File: config.mk
export PLATFORM = sky130hd
export DESIGN_NAME = ops_sequencer
export DESIGN_NICKNAME = d
export VERILOG_FILES = /design/src/ops_pkg.sv /design/src/ops_osc.sv /design/src/ops_sequencer.sv
export SDC_FILE = /design/constraint.sdc
export NUM_CORES = 1
export LEC_CHECK = 0
export BUFFER_PORTS_ARGS = -buffer_cell sky130_fd_sc_hd__buf_4
export CAP_MARGIN = 25
export CORE_ASPECT_RATIO = 1.25
export CORE_MARGIN = 10
export CORE_UTILIZATION = 58
export CTS_BUF_LIST = sky130_fd_sc_hd__clkbuf_4 sky130_fd_sc_hd__clkbuf_8
export CTS_CLUSTER_DIAMETER = 120
export CTS_CLUSTER_SIZE = 10
export DETAILED_ROUTE_END_ITERATION = 6
export PLACE_DENSITY = 0.86
export SLEW_MARGIN = 10
export SYNTH_ARGS = -nofsm -noshare
export SYNTH_HDL_FRONTEND = slang
export SYNTH_SLANG_ARGS = --single-unit
File: constraint.sdc
create_clock -name sys_clk -period 6.9 [get_ports sys_clk]
set_input_delay 1.035 -clock sys_clk [delete_from_list [all_inputs] [get_ports sys_clk]]
set_output_delay 1.035 -clock sys_clk [all_outputs]
set_load 0.02 [all_outputs]
File: src/ops_pkg.sv
// Package of constants and types for the off-line converter sequencer.
package ops_pkg;

   // ==========================================================
   // Clock and timing
   // ==========================================================
   localparam int unsigned CLK_HZ             = 100_000_000;
   localparam int unsigned FREQ_LOW_HZ        = 60_000;
   localparam int unsigned FREQ_HIGH_HZ       = 115_000;
   localparam int unsigned JITTER_LOW_HZ      = 4_000;
   localparam int unsigned JITTER_HIGH_HZ     = 8_000;
   localparam int unsigned JITTER_RATE_HZ     = 230;
   localparam int unsigned OVERLOAD_TRIP_MS   = 50;
   localparam int unsigned RESTART_TIME_MS    = 1_000;
   localparam int unsigned SOFT_START_US      = 8_500;
   localparam int unsigned SS_STEPS           = 16;

   // Period in cycles at nominal and at plus/minus jitter extremes
   localparam int unsigned PER_LOW            = CLK_HZ / FREQ_LOW_HZ;
   localparam int unsigned PER_HIGH           = CLK_HZ / FREQ_HIGH_HZ;
   localparam int unsigned DEV_LOW            =
      CLK_HZ / (FREQ_LOW_HZ - JITTER_LOW_HZ) - PER_LOW;
   localparam int unsigned DEV_HIGH           =
      CLK_HZ / (FREQ_HIGH_HZ - JITTER_HIGH_HZ) - PER_HIGH;
   // Cycles per jitter triangle step (64 steps per modulation period)
   localparam int unsigned JIT_STEP_CYC       = CLK_HZ / (JITTER_RATE_HZ * 64);
   // Overload trip counts in switching cycles
   localparam int unsigned OVL_CNT_LOW        = FREQ_LOW_HZ * OVERLOAD_TRIP_MS / 1000;
   localparam int unsigned OVL_CNT_HIGH       = FREQ_HIGH_HZ * OVERLOAD_TRIP_MS / 1000;
   localparam int unsigned RESTART_CYC        = CLK_HZ / 1000 * RESTART_TIME_MS;
   localparam int unsigned SS_STEP_CYC        = CLK_HZ / 1_000_000 * SOFT_START_US / SS_STEPS;

   // ==========================================================
   // Current levels, 8-bit codes of drain current
   // ==========================================================
   localparam logic [7:0]  CAP_DEFAULT        = 8'h46;   // Full default limit
   localparam logic [7:0]  BURST_CURRENT_CAP  = 8'h0F;   // Reduced burst limit
   localparam logic [7:0]  SS_START_CAP       = 8'h04;   // First soft-start step
   localparam logic [7:0]  COMP_INT_REF       = 8'hA0;   // Internal compensation ref

   // ==========================================================
   // Types
   // ==========================================================
   typedef enum logic [2:0] {
      OPS_OFF,
      OPS_CHARGE,
      OPS_RUN,
      OPS_RESTART_WAIT
   } ops_state_type;

   typedef struct packed {
      logic       bulk_ok;         // Bulk above drain start threshold
      logic       above_on;        // Supply above turn-on level
      logic       above_cs_on;     // Supply above charger enable level
      logic       above_off;       // Supply above turn-off level
   } ops_supply_type;

   typedef struct packed {
      logic       pwm_trip;        // Sensed current reached COMP level
      logic       oc_trip;         // Overcurrent comparator tripped
      logic       comp_low;        // COMP below burst enter threshold
      logic       comp_high;       // COMP above burst exit (thr + hyst)
      logic       comp_sat;        // COMP above upper saturation
      logic       fb_grounded;     // Feedback pin shorted to ground
   } ops_sense_type;

endpackage : ops_pkg

File: src/ops_osc.sv
// Jittered fixed-frequency oscillator producing a cycle-start pulse.
`timescale 1ns/1ns
module ops_osc
   import ops_pkg::*;
(
   input  wire logic  sys_clk,
   input  wire logic  reset,
   input  wire logic  high_freq,
   output logic       cycle_start
);

   logic [15:0] per_cnt_q;
   logic [15:0] jit_div_q;
   logic [5:0]  tri_q;
   logic        tri_up_q;
   logic [15:0] base_per;
   logic [15:0] dev;
   logic [31:0] offs;
   logic [15:0] period;

   // ==========================================================
   // Jitter triangle, about 230 Hz
   // ==========================================================
   always_ff @(posedge sys_clk) begin
      if (reset) begin
         jit_div_q <= 16'h0000;
         tri_q     <= 6'h00;
         tri_up_q  <= 1'b1;
      end else if (jit_div_q == 16'(JIT_STEP_CYC - 1)) begin
         jit_div_q <= 16'h0000;
         if (tri_up_q && tri_q == 6'h1F) tri_up_q <= 1'b0;
         else if (!tri_up_q && tri_q == 6'h01) tri_up_q <= 1'b1;
         tri_q <= tri_up_q ? 6'(tri_q + 6'h01) : 6'(tri_q - 6'h01);
      end else begin
         jit_div_q <= 16'(jit_div_q + 16'h0001);
      end
   end

   // Period spans nominal +- deviation across the triangle  [RULE4] [RULE5]
   always_comb begin
      base_per = high_freq ? 16'(PER_HIGH) : 16'(PER_LOW);
      dev      = high_freq ? 16'(DEV_HIGH) : 16'(DEV_LOW);
      offs     = 32'(dev) * 32'(tri_q) / 32'd16;
      period   = 16'(32'(base_per) - 32'(dev) + offs);
   end

   // ==========================================================
   // Period counter
   // ==========================================================
   always_ff @(posedge sys_clk) begin
      if (reset) begin
         per_cnt_q   <= 16'h0000;
         cycle_start <= 1'b0;
      end else if (per_cnt_q >= 16'(period - 16'h0001)) begin
         per_cnt_q   <= 16'h0000;
         cycle_start <= 1'b1;
      end else begin
         per_cnt_q   <= 16'(per_cnt_q + 16'h0001);
         cycle_start <= 1'b0;
      end
   end

endmodule : ops_osc

File: src/ops_sequencer.sv
// Off-line converter control: supply sequencing, PWM, burst, overload restart.
// Behaviour
// RULE1: charger on at bulk start, off at turn-on
// RULE2: fault self-bias charges between levels, switch off
// RULE3: below turn-off level all activity stops; the startup charger keeps running in the charge state
// RULE4: fixed 60 or 115 kHz by variant
// RULE5: frequency jitter 4 or 8 kHz at 230 Hz
// RULE6: soft-start ramps limit every start and fault
// RULE7: PWM comparator ends on-time
// RULE8: overcurrent comparator ends on-time in parallel
// RULE9: limit reduced by set pin, default when open
// RULE10: grounded feedback selects internal compensation resistor
// RULE11: COMP saturation drives peak current to limit
// RULE12: burst holds switch off with hysteresis exit
// RULE13: burst mode uses reduced current cap
// RULE14: overload counter up on limit, down otherwise
// RULE15: trip inhibits turn-on, restart through soft-start
// RULE16: shutdown and restart repeat while overloaded
// RULE17: counter decrements to zero, never below
// RULE18: restart interval one second
// RULE19: burst current cap 145 mA
// RULE20: trip count and ramp length parameterised
// RULE21: turn-off level resets counter, burst, ramp
`timescale 1ns/1ns
module ops_sequencer
   import ops_pkg::*;
#(
   parameter int unsigned RESTART_CYCLES = RESTART_CYC,       // [RULE18]
   parameter int unsigned SS_STEP_CYCLES = SS_STEP_CYC,       // [RULE20]
   parameter int unsigned OVL_LOW_COUNT  = OVL_CNT_LOW,       // [RULE20]
   parameter int unsigned OVL_HIGH_COUNT = OVL_CNT_HIGH
)
(
   input  wire logic            sys_clk,
   input  wire logic            reset,
   input  wire logic            high_freq,
   input  wire ops_supply_type  supply_pins,
   input  wire ops_sense_type   sense_pins,
   input  wire logic [7:0]      cap_set_level,
   input  wire logic            cap_set_active,
   output logic                 gate_on,
   output logic                 startup_charge_current,
   output logic                 selfbias_charge_current,
   output logic                 error_amp_enable,
   output logic                 comp_int_resistor,
   output logic [7:0]           current_cap,
   output logic                 burst_active,
   output logic                 overload_fault,
   output logic [15:0]          overload_count,
   output logic                 low_power
);

   // ==========================================================
   // Pin synchronisers
   // ==========================================================
   ops_supply_type supply_m_q;
   ops_supply_type supply_q;
   ops_sense_type  sense_m_q;
   ops_sense_type  sense_q;
   logic [7:0]     cap_m_q;
   logic [7:0]     cap_q;
   logic           cap_act_m_q;
   logic           cap_act_q;

   // Two flops on every external level except high_freq
   always_ff @(posedge sys_clk) begin
      if (reset) begin
         supply_m_q  <= '0;
         supply_q    <= '0;
         sense_m_q   <= '0;
         sense_q     <= '0;
         cap_m_q     <= 8'h00;
         cap_q       <= 8'h00;
         cap_act_m_q <= 1'b0;
         cap_act_q   <= 1'b0;
      end else begin
         supply_m_q  <= supply_pins;
         supply_q    <= supply_m_q;
         sense_m_q   <= sense_pins;
         sense_q     <= sense_m_q;
         cap_m_q     <= cap_set_level;
         cap_q       <= cap_m_q;
         cap_act_m_q <= cap_set_active;
         cap_act_q   <= cap_act_m_q;
      end
   end

   // ==========================================================
   // Oscillator
   // ==========================================================
   logic cycle_start;

   ops_osc u_osc (
      .sys_clk     (sys_clk),
      .reset       (reset),
      .high_freq   (high_freq),
      .cycle_start (cycle_start)
   );

   // ==========================================================
   // Supply state machine
   // ==========================================================
   ops_state_type state_q;
   logic [31:0]   restart_cnt_q;
   logic          ovl_trip;
   logic          uvlo;
   logic          first_start_q;

   assign uvlo = !supply_q.above_off;

   // Start-up, run, fault restart sequencing
   always_ff @(posedge sys_clk) begin
      if (reset) begin
         state_q       <= OPS_OFF;
         restart_cnt_q <= 32'h0000_0000;
      end else if (uvlo && state_q != OPS_OFF && state_q != OPS_CHARGE) begin
         state_q       <= OPS_OFF;                         // [RULE3]
         restart_cnt_q <= 32'h0000_0000;
      end else begin
         unique case (state_q)
            OPS_OFF: begin
               if (supply_q.bulk_ok) state_q <= OPS_CHARGE;  // [RULE1]
            end
            OPS_CHARGE: begin
               if (supply_q.above_on) state_q <= OPS_RUN;    // [RULE1]
            end
            OPS_RUN: begin
               if (ovl_trip) begin
                  state_q       <= OPS_RESTART_WAIT;       // [RULE15]
                  restart_cnt_q <= 32'h0000_0000;
               end
            end
            OPS_RESTART_WAIT: begin
               if (restart_cnt_q >= 32'(RESTART_CYCLES - 1)) begin
                  if (supply_q.above_on || supply_q.above_cs_on)
                     state_q <= OPS_RUN;                   // [RULE15] [RULE16]
               end else begin
                  restart_cnt_q <= restart_cnt_q + 32'h0000_0001;
               end
            end
            default: state_q <= OPS_OFF;
         endcase
      end
   end

   // First start flag, cleared once switching has begun
   always_ff @(posedge sys_clk) begin
      if (reset) first_start_q <= 1'b1;
      else if (state_q == OPS_RUN) first_start_q <= 1'b0;
      else if (uvlo && state_q == OPS_OFF) first_start_q <= 1'b1;
   end

   // ==========================================================
   // Charging sources
   // ==========================================================
   // Startup source only before the first run after reset or a supply collapse; self-bias only in the
   // restart wait, and never while the switch conducts
   always_ff @(posedge sys_clk) begin
      if (reset) begin
         startup_charge_current  <= 1'b0;
         selfbias_charge_current <= 1'b0;
      end else begin
         startup_charge_current  <= (state_q == OPS_CHARGE) && first_start_q
                                    && !supply_q.above_on;          // [RULE1]
         selfbias_charge_current <= (state_q == OPS_RESTART_WAIT)
                                    && supply_q.above_cs_on && !supply_q.above_on
                                    && !gate_on;                    // [RULE2]
      end
   end

   // ==========================================================
   // Soft-start ramp
   // ==========================================================
   logic [7:0]  ss_cap_q;
   logic [31:0] ss_div_q;

   // Ramp restarts on every entry into switching
   always_ff @(posedge sys_clk) begin
      if (reset || state_q != OPS_RUN) begin
         ss_cap_q <= SS_START_CAP;                         // [RULE6] [RULE21]
         ss_div_q <= 32'h0000_0000;
      end else if (ss_cap_q < CAP_DEFAULT) begin
         if (ss_div_q >= 32'(SS_STEP_CYCLES - 1)) begin
            ss_div_q <= 32'h0000_0000;
            ss_cap_q <= 8'(ss_cap_q + 8'h04);                // [RULE6]
         end else begin
            ss_div_q <= ss_div_q + 32'h0000_0001;
         end
      end
   end

   // ==========================================================
   // Burst mode with hysteresis
   // ==========================================================
   // Enter below threshold, leave only above threshold plus hysteresis,
   // so a node resting in the band keeps the current mode
   always_ff @(posedge sys_clk) begin
      if (reset || state_q != OPS_RUN) begin
         burst_active <= 1'b0;                             // [RULE21]
      end else if (sense_q.comp_low) begin
         burst_active <= 1'b1;                             // [RULE12]
      end else if (sense_q.comp_high) begin
         burst_active <= 1'b0;                             // [RULE12]
      end
   end

   // ==========================================================
   // Active current cap selection
   // ==========================================================
   logic [7:0] user_cap;
   logic [7:0] cap_d;

   // Burst cap wins, else the lower of ramp and user limit
   always_comb begin
      user_cap = (cap_act_q && cap_q < CAP_DEFAULT) ? cap_q : CAP_DEFAULT; // [RULE9]
      if (burst_active) cap_d = BURST_CURRENT_CAP;         // [RULE13] [RULE19]
      else if (ss_cap_q < user_cap) cap_d = ss_cap_q;       // [RULE6]
      else cap_d = user_cap;
   end

   // Registered cap code for the comparator reference
   always_ff @(posedge sys_clk) begin
      if (reset) current_cap <= CAP_DEFAULT;
      else current_cap <= cap_d;
   end

   // ==========================================================
   // Feedback mode
   // ==========================================================
   // Grounded feedback pin hands the loop to the internal resistor
   always_ff @(posedge sys_clk) begin
      if (reset) begin
         error_amp_enable  <= 1'b1;
         comp_int_resistor <= 1'b0;
      end else begin
         error_amp_enable  <= !sense_q.fb_grounded;        // [RULE10]
         comp_int_resistor <= sense_q.fb_grounded;         // [RULE10]
      end
   end

   // ==========================================================
   // PWM gate control
   // ==========================================================
   logic on_time_end;
   logic limit_hit_q;

   // Saturated COMP leaves only the cap comparator to end on-time
   assign on_time_end = (sense_q.pwm_trip && !sense_q.comp_sat)   // [RULE7] [RULE11]
                        || sense_q.oc_trip;                        // [RULE8]

   // Turn-on at cycle start; every stop condition except on-time end overrides it
   always_ff @(posedge sys_clk) begin
      if (reset) begin
         gate_on <= 1'b0;
      end else if (state_q != OPS_RUN || burst_active || ovl_trip) begin
         gate_on <= 1'b0;                                  // [RULE12] [RULE15]
      end else if (cycle_start) begin
         gate_on <= 1'b1;
      end else if (on_time_end) begin
         gate_on <= 1'b0;                                  // [RULE7] [RULE8]
      end
   end

   // Remember whether this cycle hit the cap
   always_ff @(posedge sys_clk) begin
      if (reset || cycle_start) limit_hit_q <= 1'b0;
      else if (gate_on && sense_q.oc_trip) limit_hit_q <= 1'b1;
   end

   // ==========================================================
   // Overload up-down counter
   // ==========================================================
   logic [15:0] ovl_limit;

   assign ovl_limit = high_freq ? 16'(OVL_HIGH_COUNT) : 16'(OVL_LOW_COUNT);
   assign ovl_trip  = overload_count >= ovl_limit;

   // One step per switching cycle; frozen in burst so light load
   // never looks like an overload
   always_ff @(posedge sys_clk) begin
      if (reset || uvlo || state_q == OPS_RESTART_WAIT) begin
         overload_count <= 16'h0000;                       // [RULE21]
      end else if (state_q == OPS_RUN && cycle_start && !burst_active) begin
         if (limit_hit_q) overload_count <= 16'(overload_count + 16'h0001); // [RULE14]
         else if (overload_count != 16'h0000)
            overload_count <= 16'(overload_count - 16'h0001);              // [RULE17]
      end
   end

   // ==========================================================
   // Status outputs
   // ==========================================================
   // Fault and low-power flags follow the state one cycle later
   always_ff @(posedge sys_clk) begin
      if (reset) begin
         overload_fault <= 1'b0;
         low_power      <= 1'b1;
      end else begin
         overload_fault <= (state_q == OPS_RESTART_WAIT);  // [RULE16]
         low_power      <= (state_q != OPS_RUN) || burst_active;
      end
   end

endmodule : ops_sequencer

* Word level (Yosys, flattened, before mapping)
Cells that the tools add are included.
** Operators by class
- Reductions and logical operators :: 49
- Order comparisons :: 7
- $add $sub $neg :: 12
- Multipliers :: 1
- Equality and inequality tests :: 14
- Mux-type cells :: 28
** Operator list (number)
- 32-bit two-way mux :: 3
- 32-bit by 1-bit adder with 32-bit output (second input constant) :: 2
- 32-bit case mux with 2 select lines :: 1
- 16-bit by 1-bit adder with 16-bit output (second input constant) :: 3
- 32-bit by 16-bit >= comparator with 1-bit output (second input constant) :: 1
- 32-bit by 27-bit >= comparator with 1-bit output (second input constant) :: 1
- 16-bit two-way mux :: 2
- 16-bit by 1-bit subtractor with 16-bit output (second input constant) :: 2
- 16-bit by 6-bit multiplier with 20-bit output :: 1
- 16-bit adder :: 1
- 16-bit by 13-bit equality test with 1-bit output (second input constant) :: 1
- 16-bit by 13-bit >= comparator with 1-bit output :: 1
- 16-bit >= comparator :: 1
- 8-bit by 7-bit less-than comparator with 1-bit output (second input constant) :: 2
- 8-bit two-way mux :: 2
- 16-bit nonzero test :: 1
- 16-bit subtractor :: 1
- 1-bit logical AND :: 15
- 3-bit two-way mux :: 5
- 13-bit two-way mux :: 1
- 6-bit two-way mux :: 2
- 2-bit != test (second input constant) :: 6
- 3-bit case mux with 4 select lines :: 1
- 2-bit nonzero test :: 6
- 21 further kinds :: 49
** Storage, ports and cells
- Output and inout port bits :: 32
- Word-level logic and storage cells :: 157
- Register bits :: 187
- Input bits :: 22

* Logic depth before layout (Yosys ltp)
- Depth after elaboration :: 6
- Mapped depth :: 31
- Gate-level depth less buffers :: 29

* By module
A second synthesis with hierarchy kept.
** Second synthesis, totals
- Cell total of the unflattened synthesis :: 1172
- Area, all modules :: 10267.3 sq um
** By module, submodules not included
- ops_sequencer :: times used 1, cells each 722, area each 6483.7 sq um, seq. area each 2882.8 sq um
- ops_osc :: times used 1, cells each 450, area each 3783.6 sq um, seq. area each 800.8 sq um

* Worst setup path after synthesis
OpenSTA, ideal clock, no wires.
- Kind :: input-to-reg
- Start point :: in high_freq
- End point :: reg u_osc.per_cnt_q[10]
- Arrival time :: 6.904 ns
- Setup time :: 0.065 ns
- Cell stages on the path :: 30
- Path slack :: -0.069 ns
- Path buffers :: 2
- Required time :: 6.835 ns
- Path through :: buf_1 -> nor2b_1 -> xnor2_1 -> ha_1 -> inv_1 -> fa_1 -> fa_1 -> inv_1 -> ha_1 -> nand2_1 -> o31a_1 -> nor3_1 -> o21a_1 -> o21a_1 -> nor2_1 -> xnor2_1 -> ha_1 -> inv_1 -> ha_1 -> nand2_1 -> a2111oi_0 -> a211oi_1 -> ha_1 -> a21o_1 -> a21o_1 -> a21oi_1 -> o21ai_0 -> a211o_1 -> clkbuf_1 -> nor2_1
** Between the ends
- Longest elaborated chain between the ends :: 6
- Elaborated cells on any way between the ends :: 8
- Those cells by class :: 3 x add/sub; 1 x mul; 1 x order compare; 2 x mux; 1 x reduce/logical
** RTL lines
- start: declaration :: RTL line ops_sequencer.sv:36 : input wire logic high_freq,
- 6-bit two-way mux / 11-bit two-way mux (equally long branches) :: RTL line ops_osc.sv:42, ops_osc.sv:41
- 16-bit by 6-bit multiplier with 20-bit output / 16-bit subtractor (equally long branches) :: RTL line ops_osc.sv:43, ops_osc.sv:44
- 16-bit adder (*) :: RTL line ops_osc.sv:44 : period = 16'(32'(base_per) - 32'(dev) + offs);
- 16-bit by 1-bit subtractor with 16-bit output (*) :: RTL line ops_osc.sv:54 : end else if (per_cnt_q >= 16'(period - 16'h0001)) begin
- 16-bit >= comparator (*) :: RTL line ops_osc.sv:54
- 2-bit OR reduction (no source line) (*)
- end signal: assignment :: RTL line ops_osc.sv:58 : per_cnt_q <= 16'(per_cnt_q + 16'h0001);
- end: declaration :: RTL line ops_osc.sv:12 : logic [15:0] per_cnt_q;
Every way passes the cells marked *; elsewhere a longest branch is shown, timed or not.
A chain may end at the register's enable or synchronous reset.

* Worst setup path after layout
- Start point :: in high_freq
- End point :: reg u_osc.per_cnt_q[9]
Same word-level chain as after synthesis.

==> flow_summary.yaml <==
cts:
  cts_tree: "yes"
  clock_latency_ns: 0.46
  cts_setup_buffers: 0
  numClockSinks: 184
  cts_inserted_buffers: 17
  ctsRootBufferMaster: "clkbuf_8"
  clk_pin_slew_ns: 0.09
  htreeDepth: 4
  cts_buffer_depth: 2
synthesis:
  yosysUniqueCellTypes: 61
  synth_seq_cells: 184
  synthAdderAreaFrac_pct: 14.7
  synth-xor-area-share_pct: 6.89
  synth_flop_cell: "dfxtp_1"
  ys_seq_area_share_pct: 36.2
  synth_top_family_by_area: "simple AND/OR/NAND/NOR gates"
  synth_mux_area_share_pct: 0.985
  ys_async_sr_fraction_pct: 0
  synth-warning-count: 0
  synth-simple-area-share_pct: 23.6
  avgSynthCellArea_um2: 8.74
  syn_inst: 1163
  synth_area_mm2: 0.0102
  synth_compound_area_share_pct: 13.4
  synth_edf_count: 0
layout:
  area_growth_pct: 11.4
  final_cell_mix: "dfxtp_1 (184), nor2_1 (138), ha_1 (95)"
  fin_nets: 1361
  layout_commonest_cell: "dfxtp_1"
  antenna_cells: 0
  final_cells: 1465
  drive_gt1_share_pct: 10.4
sta:
  timing.fmax_ghz: 0.153
  setup_viol: 0
  drv_slew: 0
  finalHoldViolCount: 0
  max-slew-margin-rel_pct: 46.3
  fin_ws_ns: 0.365
  worst_pin_slew_ns: 0.806
  period_share_pct: 94.7
  rsz0062_at_grt: "false"
  min_period_ns: 6.53
  tns_ns: 0
  finClkSkew_ns: 0.0172
floorplanning:
  die-area_mm2: 0.0232
  start_util_pct: 58.5
  ioPinCount: 54
  die_h_um: 168
  rows: 54
  die_w_um: 138
  coreArea_mm2: 0.0174
outcome:
  status: "finished clean"
power_and_ir_drop:
  p_int_w: 0.00142
  power_w: 0.00187
  pwr_density_cell_mw_per_mm2: 165
  p_switching_w: 0.000446
  p_sw_share_pct: 23.8
  p_seq_share_pct: 58.1
  leakage_nw: 4.78
  combPwrFrac_pct: 4.9
  max-vdd-ir-drop_v: 0.000158
  clockPowerShare_pct: 37.0
critical_path:
  crit_fanout: 15
  path_class: "input pin to flop"
  path_depth: 28
  worstRegToRegCells: 28
  path_delay_family: "adder cells"
  max_stage_delay_ns: 0.55
  critPathRequiredTime_ns: 7.29
  path_common_cell: "ha_1"
  path_buf_inv: 4
  crit_path_end_kind: "flop"
  crit_arrival_ns: 6.93
  cp-start-kind: "input pin"
  crit_slowest_cell: "fa_1"
global_route:
  antenna_found_initial: 0
  track_usage_pct: 17.9
  grt_overflow: 0
  grt_max_degree: 58
  grt_pass1_wl_um: 36300
  grt_pass1_vias: 8063
detailed_routing:
  vias: 8367
  wl_um: 21400
  ant_nets: 0
  dr.pass1.iters: 5
  via_per_inst: 5.71
  drc_errors: 0
  routedWlPerCell_um: 14.6
  drt-initial-drc-count: 502
placed_design:
  io_buffer_count: 53
  dp_cells: 1434
  preCtsSetupSlack_ns: -0.244
  globalplace.congestion: 0.831
  dp.final_hpwl_um: 15700
hold_path:
  hold_path_depth: 1
  hp-class: "flop to flop"
job:
  maxCapViolCount: 0
-- power groups by stage --
stage | sequential [W] | clock, W | combinational [W]
detailed placement | 0.00111 | 0 | 0.0000909
finish | 0.00109 | 0.000693 | 0.0000920
CTS | 0.00109 | 0.000702 | 0.0000925
global route | 0.00109 | 0.000742 | 0.000103
global placement | 0.00111 | 0 | 0.0000875
floorplan | 0.00111 | 0 | 0.0000587
-- cell families after synthesis --
group,after synthesis
and+or+nand+nor,460
AOI/OAI and AO/OA,210
DFF,184
adders and majority gates,110
buffers and inverters,108
xor gates and xnor gates,80
muxes,10
other,1
-- flip-flops by register name, summed over array words and instances, names as in the netlist, 2 cells and up --
| register | flops |
|---|---|
| supply_m_q | 4 |
| cap_m_q | 8 |
| u_osc.jit_div_q | 16 |
| ss_div_q | 32 |
| restart_cnt_q | 32 |
| overload_count | 16 |
| current_cap | 8 |
| u_osc.per_cnt_q | 16 |
| sense_m_q | 6 |
| supply_q | 4 |
| cap_q | 8 |
| ss_cap_q | 6 |
| u_osc.tri_q | 6 |
| sense_q | 6 |
| state_q | 2 |
-- repair_timing --
item                       4_1_cts  5_1_grt
setup endpoints to repair        0       16
gates resized for setup          0        3
hold buffers                     0        0
-- final cells by class --
cell class                      instances  area (um2)
Sequential cell                       184        3680
Inverter                               70         263
Tap cell                              224         280
Timing Repair Buffer                   83         631
Clock buffer                           20         263
Fill cell                            1316        6040
Clock inverter                         11         113
Multi-Input combinational cell        873        6090
-- final timing paths --
path / from / end / slack (ns)
setup / recovery: high_freq / u_osc.per_cnt_q[9]$_SDFF_PP0_ / 0.37
hold / removal: cap_m_q[5]$_SDFF_PP0_ / cap_q[5]$_SDFF_PP0_ / 0.44
setup reg to reg: u_osc.tri_q[4]$_SDFFE_PP0P_ / u_osc.per_cnt_q[9]$_SDFF_PP0_ / 0.45
hold reg to reg: cap_m_q[5]$_SDFF_PP0_ / cap_q[5]$_SDFF_PP0_ / 0.44
-- layer usage --
metal / routed length [um] / track usage (%) / vias up
met4: 342 / 6.34 / 0
met2: 11200 / 32.7 / 149
met3: 635 / 3.18 / 33
li1: - / - / 4223
met5: 0 / 0 / -
met1: 9150 / 20.3 / 3962
-- cell usage after synthesis, types with 14 or more instances --
cell,n,area [um2]
xor2_1,43,377
ha_1,95,1190
inv_1,70,263
o31ai_1,28,210
a21oi_1,77,385
nor2b_1,52,325
dfxtp_1,184,3680
and3_1,24,150
nand4_1,30,188
o21ai_0,21,105
clkbuf_1,28,105
o21a_1,14,105
nand2b_1,15,93.8
xnor2_1,37,324
or4_1,30,225
nand3_1,43,215
nor2_1,138,518
nand2_1,56,210
and2_1,15,93.8
a21o_1,14,105
nor3_1,16,80.1
fa_1,15,300
-- per-stage QoR --
step           cell area (um2)  utilization [%]  hold WS [ns]
3_5_place_dp             10900             63.0         0.421
4_1_cts                  11300             65.2         0.447
5_1_grt                  11300             65.2         0.466
6_report                 11300             65.2         0.445
2_1_floorplan            10200                -         0.413
3_3_place_gp             10900             62.9         0.416
No activity file was read; power rests on OpenSTA's default activity.
